--- config.mk ---
export PLATFORM = sky130hd
export DESIGN_NAME = mcc_conv_control
export DESIGN_NICKNAME = d
export VERILOG_FILES = /design/src/hdl/mcc_pkg.sv /design/src/hdl/mcc_interval_timer.sv /design/src/hdl/mcc_conv_control.sv
export SDC_FILE = /design/constraint.sdc
export NUM_CORES = 1
export LEC_CHECK = 0
export ABC_CLOCK_PERIOD_IN_PS = 2400
export BUFFER_PORTS_ARGS = -buffer_cell sky130_fd_sc_hd__buf_4
export CAP_MARGIN = 30
export CORE_MARGIN = 2
export CORE_UTILIZATION = 53
export CTS_CLUSTER_DIAMETER = 80
export DETAILED_ROUTE_END_ITERATION = 8
export GPL_TIMING_DRIVEN = 0
export PLACE_DENSITY = 0.84
export SYNTH_ARGS = -nofsm -noshare
export SYNTH_HDL_FRONTEND = slang
export SYNTH_SLANG_ARGS = --single-unit
--- constraint.sdc ---
create_clock -name clk -period 2.4 [get_ports clk]
set_clock_uncertainty 0.05 [all_clocks]
set_input_delay 0.48 -clock clk [delete_from_list [all_inputs] [get_ports clk]]
set_output_delay 0.48 -clock clk [all_outputs]
set_load 0.005 [all_outputs]
--- src/hdl/mcc_pkg.sv ---
// constants and carrier types for the monitor conversion control block
// assumes register accesses arrive already decoded from the serial bus
package mcc_pkg;
  localparam int CLK_PERIOD_NS = 25;
  localparam logic [7:0] ADDR_CONV_RATE = 8'h07;
  localparam logic [7:0] ADDR_SKIP_MASK = 8'h08;
  localparam logic [7:0] ADDR_ONE_SHOT = 8'h09;
  localparam logic [7:0] ADDR_BUSY = 8'h0C;
  localparam int RATE_CONT_BIT = 0;
  localparam int ONE_SHOT_BIT = 0;
  localparam int BUSY_CONV_BIT = 0;
  localparam int BUSY_NOT_READY_BIT = 1;
  localparam logic CONV_RATE_RESET = 1'h0;
  localparam logic [7:0] SKIP_MASK_RESET = 8'h00;
  localparam logic [7:0] WRITABLE_ALL = 8'hFF;
  localparam logic [7:0] WRITABLE_MODE2 = 8'h8F;
  localparam logic [7:0] WRITABLE_MODE3 = 8'hBF;
  localparam int READING_BITS = 12;
  localparam int POWERUP_NS = 2000;
  localparam int LOWPOWER_GAP_NS = 10000;
  localparam int POWERUP_CYCLES = (POWERUP_NS + CLK_PERIOD_NS - 1) / CLK_PERIOD_NS;
  localparam int GAP_CYCLES = (LOWPOWER_GAP_NS + CLK_PERIOD_NS - 1) / CLK_PERIOD_NS;

  typedef enum logic [1:0] {
    MODE_SE7_TEMP,
    MODE_SE8,
    MODE_PAIRS_TEMP,
    MODE_MIXED_TEMP
  } mcc_mode_t;

  typedef enum logic [1:0] {
    KIND_SINGLE,
    KIND_PSEUDO_DIFF,
    KIND_TEMPERATURE,
    KIND_NONE
  } mcc_kind_t;

  typedef struct packed {
    logic wrEn;
    logic rdEn;
    logic [7:0] addr;
    logic [7:0] wdata;
  } mcc_reg_req_t;

  typedef struct packed {
    mcc_kind_t kind;
    logic [2:0] posIn;
    logic [2:0] negIn;
  } mcc_conv_req_t;

  typedef struct packed {
    logic [2:0] slot;
    logic [READING_BITS-1:0] value;
  } mcc_reading_t;
endpackage

--- src/hdl/mcc_interval_timer.sv ---
// down-counter that paces power-up and the low-power gap between rounds
// assumes load is a one-cycle pulse; counts from RESET_COUNT after reset
`timescale 1ns/10ps
`default_nettype none
module mcc_interval_timer #(
  parameter int WIDTH = 16,
  parameter logic [WIDTH-1:0] RESET_COUNT = '0
) (
  // clock and reset
  input wire logic clk,
  input wire logic rst_n,
  // control
  input wire logic load,
  input wire logic [WIDTH-1:0] loadValue,
  // status
  output logic expired
);
  logic [WIDTH-1:0] count_q;
  logic [WIDTH-1:0] count_d;

  assign count_d = load ? loadValue : (expired ? count_q : count_q - {{(WIDTH-1){1'b0}}, 1'b1});
  assign expired = (count_q == '0);

  always_ff @(posedge clk) begin
    if (!rst_n) begin
      count_q <= RESET_COUNT;
    end else begin
      count_q <= count_d;
    end
  end
endmodule
`default_nettype wire

--- src/hdl/mcc_conv_control.sv ---
// conversion sequencer with rate, skip-mask and one-shot registers
// assumes decoded register accesses and an external converter with a done strobe
`timescale 1ns/10ps
`default_nettype none
module mcc_conv_control #(
  parameter int TIMER_WIDTH = 16,
  parameter int POWERUP_CYCLES = mcc_pkg::POWERUP_CYCLES,
  parameter int GAP_CYCLES = mcc_pkg::GAP_CYCLES
) (
  // clock and reset
  input wire logic clk,
  input wire logic rst_n,
  // register access
  input wire mcc_pkg::mcc_reg_req_t regReq,
  output logic [7:0] regRdData_q,
  // configuration from neighbouring registers
  input wire logic startBit,
  input wire logic [1:0] modeSel,
  input wire logic deepShutdownEn,
  // converter
  output logic convReq_q,
  output mcc_pkg::mcc_conv_req_t convInfo_q,
  input wire logic convDone,
  input wire logic [mcc_pkg::READING_BITS-1:0] convData,
  // results
  output logic readingWr_q,
  output mcc_pkg::mcc_reading_t reading_q,
  output logic clearAll_q,
  output logic [7:0] errorEnable_q,
  // status
  output logic deepShutdown_q,
  output logic busyConv_q,
  output logic notReady_q
);
  if (POWERUP_CYCLES < 1 || GAP_CYCLES < 1 ||
      POWERUP_CYCLES >= (1 << TIMER_WIDTH) || GAP_CYCLES >= (1 << TIMER_WIDTH)) begin : g_chk
    $error("timer counts do not fit TIMER_WIDTH");
  end

  typedef enum logic [2:0] {ST_POWERUP, ST_IDLE, ST_SELECT, ST_WAIT, ST_GAP} mcc_state_t;

  function automatic mcc_pkg::mcc_conv_req_t pairOf(input logic [1:0] p);
    mcc_pkg::mcc_conv_req_t r;
    r.kind = mcc_pkg::KIND_PSEUDO_DIFF;
    case (p)
      2'h0: begin r.posIn = 3'h0; r.negIn = 3'h1; end
      2'h1: begin r.posIn = 3'h3; r.negIn = 3'h2; end
      2'h2: begin r.posIn = 3'h4; r.negIn = 3'h5; end
      default: begin r.posIn = 3'h7; r.negIn = 3'h6; end
    endcase
    return r;
  endfunction

  // what each reading slot converts in each input mode
  function automatic mcc_pkg::mcc_conv_req_t slotMap(input mcc_pkg::mcc_mode_t m,
                                                      input logic [2:0] s);
    mcc_pkg::mcc_conv_req_t r;
    r.kind = mcc_pkg::KIND_SINGLE;
    r.posIn = s;
    r.negIn = 3'h0;
    case (m)
      mcc_pkg::MODE_SE7_TEMP: if (s == 3'h7) r.kind = mcc_pkg::KIND_TEMPERATURE;
      mcc_pkg::MODE_SE8: r.kind = mcc_pkg::KIND_SINGLE;
      mcc_pkg::MODE_PAIRS_TEMP: begin
        if (s < 3'h4) r = pairOf(s[1:0]);
        else if (s == 3'h7) r.kind = mcc_pkg::KIND_TEMPERATURE;
        else r.kind = mcc_pkg::KIND_NONE;
      end
      default: begin
        if (s == 3'h4) r = pairOf(2'h2);
        else if (s == 3'h5) r = pairOf(2'h3);
        else if (s == 3'h6) r.kind = mcc_pkg::KIND_NONE;
        else if (s == 3'h7) r.kind = mcc_pkg::KIND_TEMPERATURE;
      end
    endcase
    return r;
  endfunction

  function automatic logic [7:0] writableMask(input mcc_pkg::mcc_mode_t m);
    case (m)
      mcc_pkg::MODE_PAIRS_TEMP: return mcc_pkg::WRITABLE_MODE2;
      mcc_pkg::MODE_MIXED_TEMP: return mcc_pkg::WRITABLE_MODE3;
      default: return mcc_pkg::WRITABLE_ALL;
    endcase
  endfunction

  mcc_state_t state_q;
  mcc_state_t state_d;
  logic [2:0] slotIdx_q;
  logic [2:0] slotIdx_d;
  logic oneShotRun_q;
  logic oneShotRun_d;
  logic rateCont_q;
  logic [7:0] skipMask_q;
  logic convReq_d;
  logic readWr_d;
  logic [mcc_pkg::READING_BITS-1:0] readVal_d;
  logic roundStep;
  logic gapLoad;
  logic timerExpired;
  logic [7:0] slotActive;
  logic [7:0] rdMux;
  mcc_pkg::mcc_mode_t mode;

  assign mode = mcc_pkg::mcc_mode_t'(modeSel);

  wire wrRate = regReq.wrEn && (regReq.addr == mcc_pkg::ADDR_CONV_RATE);
  wire wrSkip = regReq.wrEn && (regReq.addr == mcc_pkg::ADDR_SKIP_MASK);
  // the trigger is never stored: only the write itself starts a round
  wire oneShotHit = regReq.wrEn && (regReq.addr == mcc_pkg::ADDR_ONE_SHOT) &&
                    regReq.wdata[mcc_pkg::ONE_SHOT_BIT] && !startBit;
  wire lastSlot = (slotIdx_q == 3'h7);
  wire endRound = roundStep && lastSlot;
  wire [7:0] skipNext = regReq.wdata & writableMask(mode);

  always_comb begin
    for (int i = 0; i < 8; i++) begin
      slotActive[i] = (slotMap(mode, 3'(i)).kind != mcc_pkg::KIND_NONE) &&
                      !skipMask_q[i];
    end
  end

  mcc_interval_timer #(
    .WIDTH(TIMER_WIDTH),
    .RESET_COUNT(TIMER_WIDTH'(POWERUP_CYCLES))
  ) u_timer (
    .clk(clk),
    .rst_n(rst_n),
    .load(gapLoad),
    .loadValue(TIMER_WIDTH'(GAP_CYCLES)),
    .expired(timerExpired)
  );

  always_comb begin
    state_d = state_q;
    slotIdx_d = slotIdx_q;
    oneShotRun_d = oneShotRun_q;
    convReq_d = 1'b0;
    readWr_d = 1'b0;
    readVal_d = '0;
    roundStep = 1'b0;
    gapLoad = 1'b0;
    case (state_q)
      ST_POWERUP: if (timerExpired) state_d = ST_IDLE;
      ST_IDLE: begin
        if (oneShotHit) begin
          oneShotRun_d = 1'b1;
          slotIdx_d = 3'h0;
          state_d = ST_SELECT;
        end else if (startBit) begin
          slotIdx_d = 3'h0;
          state_d = ST_SELECT;
        end
      end
      ST_SELECT: begin
        if (!startBit && !oneShotRun_q) begin
          state_d = ST_IDLE;
        end else if (slotActive[slotIdx_q]) begin
          convReq_d = 1'b1;
          state_d = ST_WAIT;
        end else begin
          // skipped slot: no conversion, reading forced to zero
          readWr_d = 1'b1;
          roundStep = 1'b1;
        end
      end
      ST_WAIT: begin
        if (convDone) begin
          readWr_d = 1'b1;
          readVal_d = convData;
          roundStep = 1'b1;
        end
      end
      ST_GAP: begin
        if (!startBit) begin
          state_d = ST_IDLE;
        end else if (timerExpired) begin
          slotIdx_d = 3'h0;
          state_d = ST_SELECT;
        end
      end
      default: state_d = ST_IDLE;
    endcase
    if (roundStep) begin
      slotIdx_d = slotIdx_q + 3'h1;
      if (!lastSlot) begin
        state_d = ST_SELECT;
      end else if (oneShotRun_q) begin
        oneShotRun_d = 1'b0;
        state_d = ST_IDLE;
      end else if (!startBit) begin
        state_d = ST_IDLE;
      end else if (rateCont_q) begin
        state_d = ST_SELECT;
      end else begin
        state_d = ST_GAP;
        gapLoad = 1'b1;
      end
    end
  end

  always_comb begin
    case (regReq.addr)
      mcc_pkg::ADDR_CONV_RATE: rdMux = {7'h00, rateCont_q};
      mcc_pkg::ADDR_SKIP_MASK: rdMux = skipMask_q;
      mcc_pkg::ADDR_BUSY: rdMux = {6'h00, notReady_q, busyConv_q};
      default: rdMux = 8'h00; // one-shot is write-only
    endcase
  end

  always_ff @(posedge clk) begin
    if (!rst_n) begin
      state_q <= ST_POWERUP;
      slotIdx_q <= 3'h0;
      oneShotRun_q <= 1'b0;
      rateCont_q <= mcc_pkg::CONV_RATE_RESET;
      skipMask_q <= mcc_pkg::SKIP_MASK_RESET;
      regRdData_q <= 8'h00;
      convReq_q <= 1'b0;
      convInfo_q <= '0;
      readingWr_q <= 1'b0;
      reading_q <= '0;
      clearAll_q <= 1'b0;
      errorEnable_q <= 8'h00;
      deepShutdown_q <= 1'b0;
      busyConv_q <= 1'b0;
      notReady_q <= 1'b1;
    end else begin
      state_q <= state_d;
      slotIdx_q <= slotIdx_d;
      oneShotRun_q <= oneShotRun_d;
      if (wrRate) rateCont_q <= regReq.wdata[mcc_pkg::RATE_CONT_BIT];
      if (wrSkip) skipMask_q <= skipNext;
      if (regReq.rdEn) regRdData_q <= rdMux;
      convReq_q <= convReq_d;
      if (convReq_d) convInfo_q <= slotMap(mode, slotIdx_q);
      readingWr_q <= readWr_d;
      if (readWr_d) reading_q <= '{slot: slotIdx_q, value: readVal_d};
      clearAll_q <= wrSkip;
      errorEnable_q <= slotActive;
      deepShutdown_q <= deepShutdownEn && !startBit && (state_d == ST_IDLE);
      busyConv_q <= (state_d == ST_SELECT) || (state_d == ST_WAIT);
      notReady_q <= (state_d == ST_POWERUP);
    end
  end
endmodule
`default_nettype wire

==> impl_metrics.json <==
{
  "whs_ns": 0.3182,
  "io_buffer_count": 80,
  "area_growth_pct": 28.22,
  "cp.arrival_ns": 2.52,
  "synth_fa_ha_area_frac": 0.02586,
  "num_antenna_cells": 0,
  "final_common_cell": "buf_4",
  "finalMaxSlewViolations": 0,
  "cts_root_buf": "clkbuf_8",
  "max_slew_margin": 0.5955,
  "vdd_drop_max_v": 0.0004216,
  "crit_type": "register to register",
  "drt-initial-drc-count": 214,
  "synth_simple_gate_area_frac": 0.2575,
  "place.gp.congestion": 0.8655,
  "ys.flop_type": "dfxtp_1",
  "worstMarginPinSlew_ns": 0.6021,
  "vias": 3174,
  "die_w_um": 83.94,
  "overflow": 0,
  "ys_types": 55,
  "worst_skew_pair.late_latency_ns": 0.35,
  "ys_ff_latch": 77,
  "grt_pass1_wl_um": 14170,
  "core_area_mm2": 0.006277,
  "synthesis.area_mm2": 0.003387,
  "setup_viol": 0,
  "ff2ff_path_depth": 6,
  "fin_util": 0.6918,
  "place_inst": 560,
  "leakagePower_uw": 0.001753,
  "hold_viol_final": 0,
  "clkTransAtPathRegs_ns": 0.08,
  "synth_edf_count": 0,
  "synth_top_family_by_area": "simple AND/OR/NAND/NOR gates",
  "cp.required_ns": 2.60,
  "yosysWarningCount": 0,
  "htree_levels": 3,
  "powerDensity_mw_per_mm2": 604.4,
  "hold_class": "input port to register",
  "power_uw": 2625,
  "synthXorXnorAreaFrac": 0.03103,
  "stdcell_count": 576,
  "syn_nets": 447,
  "ant_nets": 0,
  "critPathLaunchType": "register",
  "io_pins": 82,
  "first_pass_iters": 5,
  "clock-sinks": 77,
  "layout_common_cells": "80 x buf_4, 77 x dfxtp_1, 52 x nor2_1, 49 x nand2_1, 41 x a21oi_1",
  "clock_tree.buffer_depth": 2,
  "wl_um": 8515,
  "routedWlPerCell_um": 14.78,
  "drc_errors": 0,
  "fin_crit_sh": 0.9648,
  "fin_nets": 538,
  "cts_buffers": 9,
  "dpl.hpwl_um": 6240,
  "status": "complete, no violations",
  "seq_area_frac_synth": 0.4551,
  "antenna_found_initial": 0,
  "end_kind": "register",
  "worstPathMaxFanout": 8,
  "drive_gt1_frac": 0.2345,
  "synth-async-reset-ratio": 0,
  "cts_tree": "yes",
  "drv_cap": 0,
  "synth_mux_area_frac": 0.02734,
  "fmax_mhz": 431.9,
  "die_h_um": 83.94,
  "synth_compound_gate_area_share": 0.1673,
  "synth_cells": 403,
  "grt_pass1_vias": 3047,
  "start_util": 0.5396,
  "routed_via_density": 5.510,
  "fin_crit_ns": 2.316,
  "syn_avg_cell_area_um2": 8.404,
  "fillers": 494,
  "fp.dieArea_mm2": 0.007046,
  "rows": 29,
  "finalSetupTns_ns": 0,
  "track_usage": 0.2490,
  "grt_max_degree": 14,
  "whs_path_depth": 3
}
-- report_power, final --
| group | total, uW | switching [uW] | internal (uW) |
|---|---|---|---|
| clock network | 1070 | 483 | 584 |
| registers | 1340 | 28.9 | 1310 |
| logic | 222 | 115 | 108 |
| total | 2620 | 627 | 2000 |
-- final cells by class --
cell class / instances / area (um2) / area share
inverter: 9 / 33.78 / 0.007779
timing repair buffer: 80 / 600.6 / 0.1383
buffer: 22 / 98.84 / 0.02276
tap: 77 / 96.34 / 0.02218
multi-input combinational: 295 / 1757 / 0.4045
clock buffer: 10 / 127.6 / 0.02939
sequential: 77 / 1541 / 0.3549
clock inverter: 6 / 87.58 / 0.02017
-- cell usage after synthesis (2+ instances only) --
| master | count | area [um2] |
|---|---|---|
| ha_1 | 7 | 87.58 |
| clkbuf_1 | 18 | 67.56 |
| xor2_1 | 9 | 78.83 |
| nor2b_1 | 10 | 62.56 |
| buf_2 | 4 | 20.02 |
| nor4bb_1 | 3 | 30.03 |
| dfxtp_1 | 77 | 1541 |
| a311oi_1 | 2 | 17.52 |
| or4_1 | 3 | 22.52 |
| o211a_1 | 3 | 30.03 |
| a31oi_1 | 2 | 12.51 |
| o211ai_1 | 2 | 15.01 |
| inv_1 | 8 | 30.03 |
| a211oi_1 | 5 | 37.54 |
| nand2b_1 | 7 | 43.79 |
| nor3_1 | 10 | 50.05 |
| and2_1 | 5 | 31.28 |
| nand4_1 | 2 | 12.51 |
| nand3_1 | 23 | 115.1 |
| o21ai_0 | 16 | 80.08 |
| xnor2_1 | 3 | 26.28 |
| nand2_1 | 49 | 183.9 |
| a21oi_1 | 41 | 205.2 |
| nand3b_1 | 3 | 22.52 |
| nor4_1 | 3 | 18.77 |
| nor2_1 | 53 | 198.9 |
| mux2i_1 | 7 | 70.07 |
-- final timing paths --
path / start / to / slack [ns]
max reg2reg: slotIdx_q[0] / deepShutdown_q / 0.08
min: convData[2] / reading_q[2] / 0.32
min reg2reg: reading_q[5] / reading_q[5] / 0.42
max: slotIdx_q[0] / deepShutdown_q / 0.08
-- what timing repair did --
item / CTS / global route
resized for setup: 2 / 13
pin swaps: 1 / 0
cloned: 0 / 0
buffers inserted: 0 / 0
hold buffers: 0 / 0
setup endpoints to repair: 19 / 37
-- state kept, by name, summed over array words and instances (netlist names) --
name,count
deepShutdown_q,1
state_q,3
notReady_q,1
skipMask_q,8
convReq_q,1
convInfo_q,8
errorEnable_q,8
regRdData_q,8
reading_q,15
readingWr_q,1
slotIdx_q,3
u_timer.count_q,16
rateCont_q,1
busyConv_q,1
oneShotRun_q,1
clearAll_q,1
-- metrics by stage --
stage               setup slack (ns)  cell area, um2
finish                       0.08449            4343
global placement             -0.1128            4084
global route               -0.007484            4343
detailed placement           -0.1773            4084
floorplan                     0.2885            3387
CTS                        -0.002840            4303
-- per-layer routing --
layer  share of wire  wire length (um)  vias up  global-route usage
li1                -                 -     1581                   -
met1            0.42              3604     1472              0.3111
met2            0.50              4253      102              0.4131
met3           0.057               482       19             0.05341
met4           0.021               176        0              0.1100
met5               0                 0        -                   0
-- worst max-delay path, stage by stage, from the launching register on --
cell	delay (ns)
dfxtp_1	0.36
clkbuf_4	0.21
mux4_2	0.53
a22o_2	0.31
a21oi_4	0.22
o221a_2	0.24
nor4bb_2	0.29
-- cells by family after synthesis --
| group | count (synthesis) |
|---|---|
| AND/OR/NAND/NOR | 180 |
| AO/OA/AOI/OAI | 88 |
| flip-flops | 77 |
| buffers and inverters | 31 |
| XOR/XNOR | 12 |
| multiplexers | 8 |
| adder cells (fa/ha/maj) | 7 |
Note: power is estimated with default switching activity, not from simulation.
